[config.mk]
export PLATFORM = sky130hd
export DESIGN_NAME = imub_top
export DESIGN_NICKNAME = d
export VERILOG_FILES = /design/src/imub_pkg.sv /design/src/imub_mask_if.sv /design/src/imub_mask_byte.sv /design/src/imub_event_gate.sv /design/src/imub_top.sv
export SDC_FILE = /design/constraint.sdc
export NUM_CORES = 1
export LEC_CHECK = 0
export BUFFER_PORTS_ARGS = -buffer_cell sky130_fd_sc_hd__buf_2
export CAP_MARGIN = 25
export CORE_ASPECT_RATIO = 1.4
export CORE_UTILIZATION = 30
export DETAILED_ROUTE_END_ITERATION = 6
export PLACE_DENSITY = 0.51
export SLEW_MARGIN = 0
export SYNTH_ARGS = -nofsm -noshare
export SYNTH_HDL_FRONTEND = slang
export SYNTH_HIERARCHICAL = 1
export SYNTH_SLANG_ARGS = --single-unit
[constraint.sdc]
create_clock -name sys_clk -period 2.8 [get_ports sys_clk]
set_clock_uncertainty 0.2 [all_clocks]
set_input_delay 0.28 -clock sys_clk [delete_from_list [all_inputs] [get_ports sys_clk]]
set_output_delay 0.28 -clock sys_clk [all_outputs]
set_load 0.02 [all_outputs]
[src/imub_pkg.sv]
// Purpose: Shared constants and types for the upper interrupt mask bytes.
// Assumes: Register port is synchronous to sys_clk.
// Notes: Bit positions are given per byte, bit 0 being the byte's LSB.
package imub_pkg;

   typedef logic [7:0] imub_addr_t;
   typedef logic [7:0] imub_byte_t;

   // Register offsets on the microprocessor port
   localparam imub_addr_t IMUB_OFS_MIDDLE = 8'h44;
   localparam imub_addr_t IMUB_OFS_HIGH = 8'h45;

   // Reset values: every event starts blocked
   localparam imub_byte_t IMUB_RST_MIDDLE = 8'h00;
   localparam imub_byte_t IMUB_RST_HIGH = 8'h00;

   // Value returned for a read of an unmapped offset
   localparam imub_byte_t IMUB_UNMAPPED_DATA = 8'h00;

   // Middle byte (interrupt bits 15:8)
   localparam int IMUB_MID_OPERATING_MODE = 7;
   localparam int IMUB_MID_MAIN_REF_FAILED = 6;
   localparam int IMUB_MID_INPUT_FOURTEEN = 5;
   localparam int IMUB_MID_INPUT_THIRTEEN = 4;
   localparam int IMUB_MID_INPUT_TWELVE = 3;
   localparam int IMUB_MID_INPUT_ELEVEN = 2;
   localparam int IMUB_MID_INPUT_TEN = 1;
   localparam int IMUB_MID_INPUT_NINE = 0;

   // High byte (interrupt bits 23:16)
   localparam int IMUB_HI_EXTERNAL_SYNC_ALARM = 7;
   localparam int IMUB_HI_SECONDARY_PATH_STATE_CHANGE = 6;
   localparam int IMUB_HI_PHASE_MONITOR_ALARM = 5;
   localparam int IMUB_HI_SECONDARY_PATH_INPUTS_LOST = 4;
   localparam int IMUB_HI_CODED_INPUT_TWO_VIOLATION = 3;
   localparam int IMUB_HI_CODED_INPUT_TWO_SIGNAL_LOSS = 2;
   localparam int IMUB_HI_CODED_INPUT_ONE_VIOLATION = 1;
   localparam int IMUB_HI_CODED_INPUT_ONE_SIGNAL_LOSS = 0;

   // Number of events covered by both bytes
   localparam int IMUB_EVENT_COUNT = 16;

endpackage : imub_pkg

[src/imub_mask_if.sv]
// Purpose: Carries the write strobe, write data and stored value of one mask byte.
// Assumes: All signals belong to the sys_clk domain.
// Notes: The owner holds the flip-flops; the user decodes and reads.
interface imub_mask_if;
   import imub_pkg::*;

   logic wr_en;
   imub_byte_t wdata;
   imub_byte_t value;

   modport owner (input wr_en, input wdata, output value);
   modport user (output wr_en, output wdata, input value);

endinterface : imub_mask_if

[src/imub_mask_byte.sv]
// Purpose: One read/write mask byte with a fixed reset value.
// Assumes: wr_en is a single-cycle strobe from the address decode.
// Notes: The new value is visible on value right after the write edge.
module imub_mask_byte
#(
   parameter imub_pkg::imub_byte_t RESET_VALUE = 8'h00
)
(
   input wire logic sys_clk,
   input wire logic arst_n,
   imub_mask_if.owner mask
);
   import imub_pkg::*;

   typedef struct packed
   {
      imub_byte_t value;
   } imub_mask_state_t;

   imub_mask_state_t state_q;
   imub_mask_state_t state_d;

   always_comb
   begin
      state_d = state_q;
      if (mask.wr_en)
      begin
         state_d.value = mask.wdata;
      end
   end

   always_ff @(posedge sys_clk or negedge arst_n)
   begin
      if (!arst_n)
      begin
         state_q <= '{value: RESET_VALUE};
      end
      else
      begin
         state_q <= state_d;
      end
   end

   assign mask.value = state_q.value;

endmodule : imub_mask_byte

[src/imub_event_gate.sv]
// Purpose: Gates pending event flags with their mask bits and merges them into one request.
// Assumes: Pending flags come from logic on sys_clk and are held by their sources.
// Notes: Both outputs are registered, so they trail the inputs by one edge.
module imub_event_gate
#(
   parameter int WIDTH = 16
)
(
   input wire logic sys_clk,
   input wire logic arst_n,
   input wire logic [WIDTH-1:0] pending,
   input wire logic [WIDTH-1:0] enable,
   output logic [WIDTH-1:0] gated,
   output logic request
);
   import imub_pkg::*;

   typedef struct packed
   {
      logic [WIDTH-1:0] gated;
      logic request;
   } imub_gate_state_t;

   imub_gate_state_t state_q;
   imub_gate_state_t state_d;

   always_comb
   begin
      state_d.gated = pending & enable;
      state_d.request = |(pending & enable);
   end

   always_ff @(posedge sys_clk or negedge arst_n)
   begin
      if (!arst_n)
      begin
         state_q <= '0;
      end
      else
      begin
         state_q <= state_d;
      end
   end

   assign gated = state_q.gated;
   assign request = state_q.request;

endmodule : imub_event_gate

[src/imub_top.sv]
// Purpose: Upper two bytes of the interrupt enable mask and the request they gate.
// Assumes: The microprocessor port is already synchronous to sys_clk; event
//    sources present level flags on sys_clk that stay high until serviced.
// Notes: Reads return data one edge after the strobe; unmapped reads give zero.

// Summary of operation
// - High mask byte is read/write, resets zero.
// - Middle mask byte is read/write, resets zero.
// - Middle bits 4..0 enable inputs 13..9.
// - High bit 7 gates external sync alarm.
// - High bit 6 gates secondary path state change.
// - High bit 5 gates phase monitor alarm.
// - High bit 4 gates secondary path inputs lost.
// - High bit 3 gates coded input two violation.
// - High bit 2 gates coded input two loss.
// - High bit 1 gates coded input one violation.
// - High bit 0 gates coded input one loss.
// - Middle bits 7,6 gate mode change, reference failure.
// - Middle bit 5 gates input fourteen.
module imub_top
(
   input wire logic sys_clk,
   input wire logic arst_n,
   // Microprocessor register port
   input wire imub_pkg::imub_addr_t reg_addr,
   input wire logic reg_wr,
   input wire logic reg_rd,
   input wire imub_pkg::imub_byte_t reg_wdata,
   output imub_pkg::imub_byte_t reg_rdata,
   output logic reg_rd_valid,
   // Pending event flags for interrupt bits 15:8
   input wire logic operating_mode_change,
   input wire logic main_ref_failure,
   input wire logic input_fourteen,
   input wire logic input_thirteen,
   input wire logic input_twelve,
   input wire logic input_eleven,
   input wire logic input_ten,
   input wire logic input_nine,
   // Pending event flags for interrupt bits 23:16
   input wire logic external_sync_alarm,
   input wire logic secondary_path_state_change,
   input wire logic phase_monitor_alarm,
   input wire logic secondary_path_inputs_lost,
   input wire logic coded_input_two_violation,
   input wire logic coded_input_two_signal_loss,
   input wire logic coded_input_one_violation,
   input wire logic coded_input_one_signal_loss,
   // Mask state and gated results
   output imub_pkg::imub_byte_t event_enable_middle,
   output imub_pkg::imub_byte_t event_enable_high,
   output imub_pkg::imub_byte_t masked_events_middle,
   output imub_pkg::imub_byte_t masked_events_high,
   output logic irq_req
);
   import imub_pkg::*;

   typedef struct packed
   {
      imub_byte_t rdata;
      logic rd_valid;
   } imub_port_state_t;

   imub_port_state_t state_q;
   imub_port_state_t state_d;

   imub_mask_if mid_if ();
   imub_mask_if high_if ();

   logic sel_middle;
   logic sel_high;
   imub_byte_t pending_middle;
   imub_byte_t pending_high;
   logic [IMUB_EVENT_COUNT-1:0] pending_all;
   logic [IMUB_EVENT_COUNT-1:0] enable_all;
   logic [IMUB_EVENT_COUNT-1:0] gated_all;
   logic gate_request;

   // Address decode; only the two mask offsets are mapped here
   assign sel_middle = (reg_addr == IMUB_OFS_MIDDLE);
   assign sel_high = (reg_addr == IMUB_OFS_HIGH);

   // Writes land in the byte on the same edge that samples the strobe
   assign mid_if.wr_en = reg_wr && sel_middle;
   assign mid_if.wdata = reg_wdata;
   assign high_if.wr_en = reg_wr && sel_high;
   assign high_if.wdata = reg_wdata;

   imub_mask_byte
   #(
      .RESET_VALUE(IMUB_RST_MIDDLE)
   )
   u_mask_middle
   (
      .sys_clk(sys_clk),
      .arst_n(arst_n),
      .mask(mid_if.owner)
   );

   imub_mask_byte
   #(
      .RESET_VALUE(IMUB_RST_HIGH)
   )
   u_mask_high
   (
      .sys_clk(sys_clk),
      .arst_n(arst_n),
      .mask(high_if.owner)
   );

   // Place each event on the bit that its mask bit occupies
   always_comb
   begin
      pending_middle = '0;
      pending_middle[IMUB_MID_OPERATING_MODE] = operating_mode_change;
      pending_middle[IMUB_MID_MAIN_REF_FAILED] = main_ref_failure;
      pending_middle[IMUB_MID_INPUT_FOURTEEN] = input_fourteen;
      pending_middle[IMUB_MID_INPUT_THIRTEEN] = input_thirteen;
      pending_middle[IMUB_MID_INPUT_TWELVE] = input_twelve;
      pending_middle[IMUB_MID_INPUT_ELEVEN] = input_eleven;
      pending_middle[IMUB_MID_INPUT_TEN] = input_ten;
      pending_middle[IMUB_MID_INPUT_NINE] = input_nine;
   end

   always_comb
   begin
      pending_high = '0;
      pending_high[IMUB_HI_EXTERNAL_SYNC_ALARM] = external_sync_alarm;
      pending_high[IMUB_HI_SECONDARY_PATH_STATE_CHANGE] = secondary_path_state_change;
      pending_high[IMUB_HI_PHASE_MONITOR_ALARM] = phase_monitor_alarm;
      pending_high[IMUB_HI_SECONDARY_PATH_INPUTS_LOST] = secondary_path_inputs_lost;
      pending_high[IMUB_HI_CODED_INPUT_TWO_VIOLATION] = coded_input_two_violation;
      pending_high[IMUB_HI_CODED_INPUT_TWO_SIGNAL_LOSS] = coded_input_two_signal_loss;
      pending_high[IMUB_HI_CODED_INPUT_ONE_VIOLATION] = coded_input_one_violation;
      pending_high[IMUB_HI_CODED_INPUT_ONE_SIGNAL_LOSS] = coded_input_one_signal_loss;
   end

   // High byte above middle byte, as in the 24-bit interrupt word
   assign pending_all = {pending_high, pending_middle};
   assign enable_all = {high_if.value, mid_if.value};

   // A one in a mask bit lets its event through; zero blocks it
   imub_event_gate
   #(
      .WIDTH(IMUB_EVENT_COUNT)
   )
   u_gate
   (
      .sys_clk(sys_clk),
      .arst_n(arst_n),
      .pending(pending_all),
      .enable(enable_all),
      .gated(gated_all),
      .request(gate_request)
   );

   // Read path: registered so rdata never glitches with the address
   always_comb
   begin
      state_d = state_q;
      state_d.rd_valid = reg_rd;
      if (reg_rd)
      begin
         if (sel_middle)
         begin
            state_d.rdata = mid_if.value;
         end
         else if (sel_high)
         begin
            state_d.rdata = high_if.value;
         end
         else
         begin
            state_d.rdata = IMUB_UNMAPPED_DATA;
         end
      end
   end

   always_ff @(posedge sys_clk or negedge arst_n)
   begin
      if (!arst_n)
      begin
         state_q <= '{rdata: IMUB_UNMAPPED_DATA, rd_valid: 1'b0};
      end
      else
      begin
         state_q <= state_d;
      end
   end

   assign reg_rdata = state_q.rdata;
   assign reg_rd_valid = state_q.rd_valid;

   assign event_enable_middle = mid_if.value;
   assign event_enable_high = high_if.value;
   // Gated flags let software see which enabled event holds the request
   assign masked_events_middle = gated_all[7:0];
   assign masked_events_high = gated_all[15:8];
   assign irq_req = gate_request;

endmodule : imub_top

; Word-level counts from Yosys, hierarchy flattened
; Cells that the tools add are included.
[op_classes]
n_eq_ne = 2
n_mux = 2
bitwise_logic = 1
reduce_logical = 3
[op_table]
columns = op, count
row1 = $and A16 B16 Y16, 1
row2 = $eq A8 B7 Y1 const B, 2
row3 = $mux W8, 2
row4 = $reduce_or A16 Y1, 1
row5 = $logic_and A1 B1 Y1, 2
[totals]
register_bits = 42
inputBits = 36
wordCells = 14

; Logic depth before layout (Yosys ltp)
[depth]
depth_word = 3
depth_mapped = 5
ltp_nobuf = 3

; Modules after synthesis
; The synthesis kept the hierarchy.
[by_module_without_submodules]
columns = mod, n_inst, cells_per_inst, area_per_inst_um2
row1 = imub_mask_byte, 2, 17, 331.6
row2 = imub_event_gate, 1, 38, 565.5
row3 = imub_top, 1, 43, 486.7

; Worst setup path before layout
; No wires, ideal clock.
[synth_timing]
kind = reg2reg
start = reg u_mask_middle.state_q (netlist bit u_mask_middle/mask.value[4])
end = reg u_gate.state_q (netlist bit u_gate/request)
arrival_ps = 1610
path_slack_ps = 851
stages_incl_launch_ff = 4
n_path_buf = 0
cell_sequence = dfrtp_1 -> and2_4 -> or4_1 -> or4_1
[synth_rtl]
columns = item, line_no
row1 = start: declaration, imub_mask_byte.sv:20  ; imub_mask_state_t state_q;
row2 = start signal: assignment, imub_mask_byte.sv:36  ; state_q <= '{value: RESET_VALUE};
row3 = start signal: assignment, imub_mask_byte.sv:40  ; state_q <= state_d;
row4 = end signal: assignment, imub_event_gate.sv:41  ; state_q <= state_d;
row5 = end: declaration, imub_event_gate.sv:24  ; imub_gate_state_t state_q;

==> report_table.html <==
<table>
<tr><th>Metric</th><th>Value</th></tr>
<tr><th colspan="2">STA</th></tr>
<tr><td>Final period utilization</td><td>70.2%</td></tr>
<tr><td>Slew at the pin closest to its max-slew limit</td><td>902 ps</td></tr>
<tr><td>Final setup margin</td><td>835 ps</td></tr>
<tr><td>Final Hold Viols</td><td>0</td></tr>
<tr><td>Setup repair after global routing missed its margin</td><td>false</td></tr>
<tr><td>Post-layout minimum cycle time</td><td>1970 ps</td></tr>
<tr><td>Final setup violation count</td><td>0</td></tr>
<tr><td>Relative slew margins</td><td>39.8%</td></tr>
<tr><td>Total negative slack</td><td>0 ps</td></tr>
<tr><td>Fmax</td><td>509 MHz</td></tr>
<tr><td>Number of slew-limit violations in the final report</td><td>0</td></tr>
<tr><th colspan="2">Logic synthesis</th></tr>
<tr><td>Number of warnings printed during yosys synthesis</td><td>6</td></tr>
<tr><td>Post-synth cell types</td><td>15</td></tr>
<tr><td>Post-synthesis instance area</td><td>roughly 1700 um^2</td></tr>
<tr><td>Sequential fraction of the synthesis area</td><td>61.3%</td></tr>
<tr><td>Synthesized instance count</td><td>about 120</td></tr>
<tr><td>Register bit total from synthesis</td><td>42</td></tr>
<tr><td>Nets in the synthesized netlist</td><td>approximately 150</td></tr>
<tr><td>Average instance area after synthesis</td><td>around 15 um^2</td></tr>
<tr><th colspan="2">Final layout</th></tr>
<tr><td>Footprint of the flip-flops and latches</td><td>between 1000 and 1500 um^2</td></tr>
<tr><td>Non-Filler Instances</td><td>roughly 270</td></tr>
<tr><td>Count of antenna diodes in the layout</td><td>0</td></tr>
<tr><td>Post-layout instance area</td><td>approximately 2300 um^2</td></tr>
<tr><td>Relative area change from synthesis to final layout</td><td>36.0%</td></tr>
<tr><td>Layout Utilization</td><td>a little over two fifths</td></tr>
<tr><td>Nets</td><td>about 230</td></tr>
<tr><td>Fill cell count</td><td>between 500 and 600</td></tr>
<tr><td>Multi-input logic area</td><td>just over 600 um^2</td></tr>
<tr><td>Layout cells sized above 1</td><td>53.3%</td></tr>
<tr><th colspan="2">Global route</th></tr>
<tr><td>Vias in the first global route</td><td>between 1000 and 1500</td></tr>
<tr><td>Wire length of the first global-routing pass</td><td>around 6400 um</td></tr>
<tr><td>Remaining global-route overflow</td><td>0</td></tr>
<tr><td>GR met1 Demand/Resource</td><td>16.3%</td></tr>
<tr><td>Largest net degree at the start of global routing</td><td>43</td></tr>
<tr><td>Initial antenna violation count</td><td>0</td></tr>
<tr><td>Global Route met3 Usage</td><td>under 10%</td></tr>
<tr><td>Total global routing track utilization</td><td>between 10% and 20%</td></tr>
<tr><td>Most heavily used metal layer in global routing</td><td>met2</td></tr>
<tr><td>Global Route met2 Usage</td><td>between 20 and 25%</td></tr>
<tr><th colspan="2">Die</th></tr>
<tr><td>Floorplan row count</td><td>32</td></tr>
<tr><td>Floorplan die area</td><td>6030 um^2</td></tr>
<tr><td>Core area</td><td>5530 um^2</td></tr>
<tr><td>Die boundary height</td><td>approximately 91 um</td></tr>
<tr><td>Total I/O pin count</td><td>78</td></tr>
<tr><td>Chip width</td><td>around 66 um</td></tr>
<tr><td>Initial standard-cell utilization of the core</td><td>31.0%</td></tr>
<tr><th colspan="2">Pwr</th></tr>
<tr><td>Sequential cell fraction of total power</td><td>about 47%</td></tr>
<tr><td>Net switching share of the total power</td><td>21.9%</td></tr>
<tr><td>Leakage dissipation</td><td>1.30 nW</td></tr>
<tr><td>Psw</td><td>between 300 and 400 uW</td></tr>
<tr><td>Power density normalized to cell area</td><td>between 500 and 600 nW/um^2</td></tr>
<tr><td>Logic gate share of total power</td><td>between 10% and 20%</td></tr>
<tr><td>Clock share of power</td><td>a little over two fifths</td></tr>
<tr><td>Worst supply voltage drop on vdd</td><td>197 uV</td></tr>
<tr><td>Int Power</td><td>between 1 and 1.5 mW</td></tr>
<tr><th colspan="2">Clock network</th></tr>
<tr><td>Number of buffers on the longest clock path</td><td>2</td></tr>
<tr><td>Clock latency on the worst-skew pair</td><td>290 ps</td></tr>
<tr><td>Number of H-tree branching levels</td><td>2</td></tr>
<tr><td>CTS tree</td><td>yes</td></tr>
<tr><td>Buffers inserted by post-CTS timing repair</td><td>0</td></tr>
<tr><td>Number of sinks handled by clock tree synthesis</td><td>42</td></tr>
<tr><td>CTS buffer count</td><td>5</td></tr>
<tr><td>Clock transition at the register clock pins on the worst setup and hold paths after CTS</td><td>80 ps</td></tr>
<tr><td>Buffer type at the clock tree root</td><td>sky130_fd_sc_hd__clkbuf_8</td></tr>
<tr><th colspan="2">Routing</th></tr>
<tr><td>Number of DRC violations after detailed routing</td><td>0</td></tr>
<tr><td>Violation count after the first detailed-routing iteration</td><td>16</td></tr>
<tr><td>Routed vias</td><td>between 1000 and 1500</td></tr>
<tr><td>DR pass1 iterations</td><td>4</td></tr>
<tr><td>Remaining antenna violation count</td><td>0</td></tr>
<tr><td>Avg WL per Cell</td><td>15.1 um</td></tr>
<tr><td>Final WL</td><td>4020 um</td></tr>
<tr><td>Per-cell via count in the routed design</td><td>around 4.6</td></tr>
<tr><th colspan="2">Place</th></tr>
<tr><td>Global placer's final weighted congestion</td><td>around 0.8</td></tr>
<tr><td>Instance count after placement with tap cells included</td><td>about 260</td></tr>
<tr><td>HPWL after detailed placement</td><td>between 3000 and 4000 um</td></tr>
<tr><td>Area after DPL</td><td>~2200 um^2</td></tr>
<tr><td>Input/output buffers</td><td>between 70 and 80</td></tr>
<tr><td>Pre-CTS WS</td><td>734 ps</td></tr>
<tr><th colspan="2">Worst setup path</th></tr>
<tr><td>Required time at the worst-slack endpoint</td><td>between 2000 and 3000 ps</td></tr>
<tr><td>Crit path max fanout</td><td>4</td></tr>
<tr><td>Reg2Reg Setup Slack</td><td>about 830 ps</td></tr>
<tr><td>Timing startpoint of the critical path</td><td>u_mask_middle/mask.value[5]$_DFFE_PN0P_</td></tr>
<tr><td>Element type at the critical path start</td><td>flop</td></tr>
<tr><td>Worst reg2reg path depth</td><td>3</td></tr>
<tr><td>Critical path class</td><td>reg -&gt; reg</td></tr>
<tr><td>Termination of the worst setup path</td><td>u_gate/request$_DFF_PN0_</td></tr>
<tr><td>Start of the worst register-to-register path</td><td>u_mask_middle/mask.value[5]$_DFFE_PN0P_</td></tr>
<tr><td>Signal arrival time at the worst endpoint</td><td>between 1500 and 2000 ps</td></tr>
<tr><td>Reg2Reg Capture Point</td><td>u_gate/request$_DFF_PN0_</td></tr>
<tr><td>Setup crit end kind</td><td>flop</td></tr>
<tr><th colspan="2">Outcome</th></tr>
<tr><td>Status</td><td>finished, final reports clean</td></tr>
<tr><th colspan="2">Worst hold path</th></tr>
<tr><td>Worst min-delay path class</td><td>in -&gt; reg</td></tr>
<tr><th colspan="2">Job</th></tr>
<tr><td>Maxcap violations</td><td>0</td></tr>
</table>
[layout by cell type (no fill, tap or decap), drive strengths merged, types with 3 or more instances in the layout]
cell type   n
o41ai       8
dfrtp      42
inv         3
and2       16
or4         5
mux2       16
nand2b      8
buf        79
clkbuf      6
mux2i       8
[sequential cells by signal, summed over array words and instances, names as in the netlist]
signal and count:
reg_rd_valid 1, reg_rdata 8, u_gate/gated 16, u_gate/request 1, u_mask_high/mask.value 8, u_mask_middle/mask.value 8
[metal layers]
layer | up-vias | wire (um) | part of all wire, %
met2 | 52 | 2130 | 53
li1 | 575 | - | -
met1 | 581 | 1500 | 37
met5 | - | 0 | 0
met4 | 0 | 147 | 3.7
met3 | 12 | 241 | 6.0
[per-stage QoR]
step           power [mW]  hold WS [ps]
3_5_place_dp        0.796           261
5_1_grt              1.42          17.1
6_report             1.37          15.6
4_1_cts              1.38          12.6
3_3_place_gp        0.792           240
2_1_floorplan       0.724          -216
[cells by family after synthesis]
family	count (synthesis)	synth area share, %
flops	42	61.3
mux	24	18.7
buf+inv	8	3.14
simple gates	33	12.8
compound gates	8	4.08
[critical path: stages (launching register included)]
cell                      delay, ps
sky130_fd_sc_hd__dfrtp_1        420
sky130_fd_sc_hd__and2_1         160
sky130_fd_sc_hd__or4_1          540
sky130_fd_sc_hd__or4_1          530
[area by class of cell]
type / instances / share of cell area (%)
Multi-Input combinational cell: 65 / 26.7
Clock buffer: 6 / 3.54
Timing Repair Buffer: 81 / 18.0
Inverter: 3 / 0.483
Tap cell: 68 / 3.65
Clock inverter: 2 / 2.57
Sequential cell: 42 / 45.0
[timing repair]
action,4_1_cts,5_1_grt
resized for setup,0,0
hold endpoints to repair,43,0
hold buffers,2,0
[Yosys cell counts]
| cell type | instances | area share (%) |
|---|---|---|
| sky130_fd_sc_hd__dfrtp_1 | 42 | 61 |
| sky130_fd_sc_hd__nand2b_1 | 8 | 2.9 |
| sky130_fd_sc_hd__mux2_4 | 16 | 14 |
| sky130_fd_sc_hd__buf_2 | 1 | 0.29 |
| sky130_fd_sc_hd__or4_1 | 5 | 2.2 |
| sky130_fd_sc_hd__clkbuf_1 | 1 | 0.22 |
| sky130_fd_sc_hd__nor4_1 | 2 | 0.73 |
| sky130_fd_sc_hd__inv_1 | 3 | 0.66 |
| sky130_fd_sc_hd__and2_4 | 1 | 0.51 |
| sky130_fd_sc_hd__or3_1 | 1 | 0.36 |
| sky130_fd_sc_hd__mux2i_1 | 8 | 4.7 |
| sky130_fd_sc_hd__and2_1 | 15 | 5.5 |
| sky130_fd_sc_hd__nand4bb_1 | 1 | 0.66 |
| sky130_fd_sc_hd__buf_6 | 3 | 2.0 |
| sky130_fd_sc_hd__o41ai_1 | 8 | 4.1 |
[power by group through the flow]
stage	combinational [mW]	sequential (mW)	clock [mW]
CTS	0.143	0.643	0.595
floorplan	0.0434	0.680	0
finish	0.140	0.643	0.588
global placement	0.138	0.655	0
detailed placement	0.141	0.655	0
global route	0.153	0.646	0.625
[worst min-delay path by stage]
stage | start | to | depth (start not counted)
finish | external_sync_alarm | u_gate/gated[15]$_DFF_PN0_ | 2
global route | input_thirteen | u_gate/gated[4]$_DFF_PN0_ | 2
CTS | external_sync_alarm | u_gate/gated[15]$_DFF_PN0_ | 2
detailed placement | arst_n | u_gate/gated[5]$_DFF_PN0_ | 1
global placement | arst_n | u_gate/gated[4]$_DFF_PN0_ | 1
floorplan | arst_n | reg_rd_valid$_DFF_PN0_ | 0
Power figures use the tool's default switching activity.
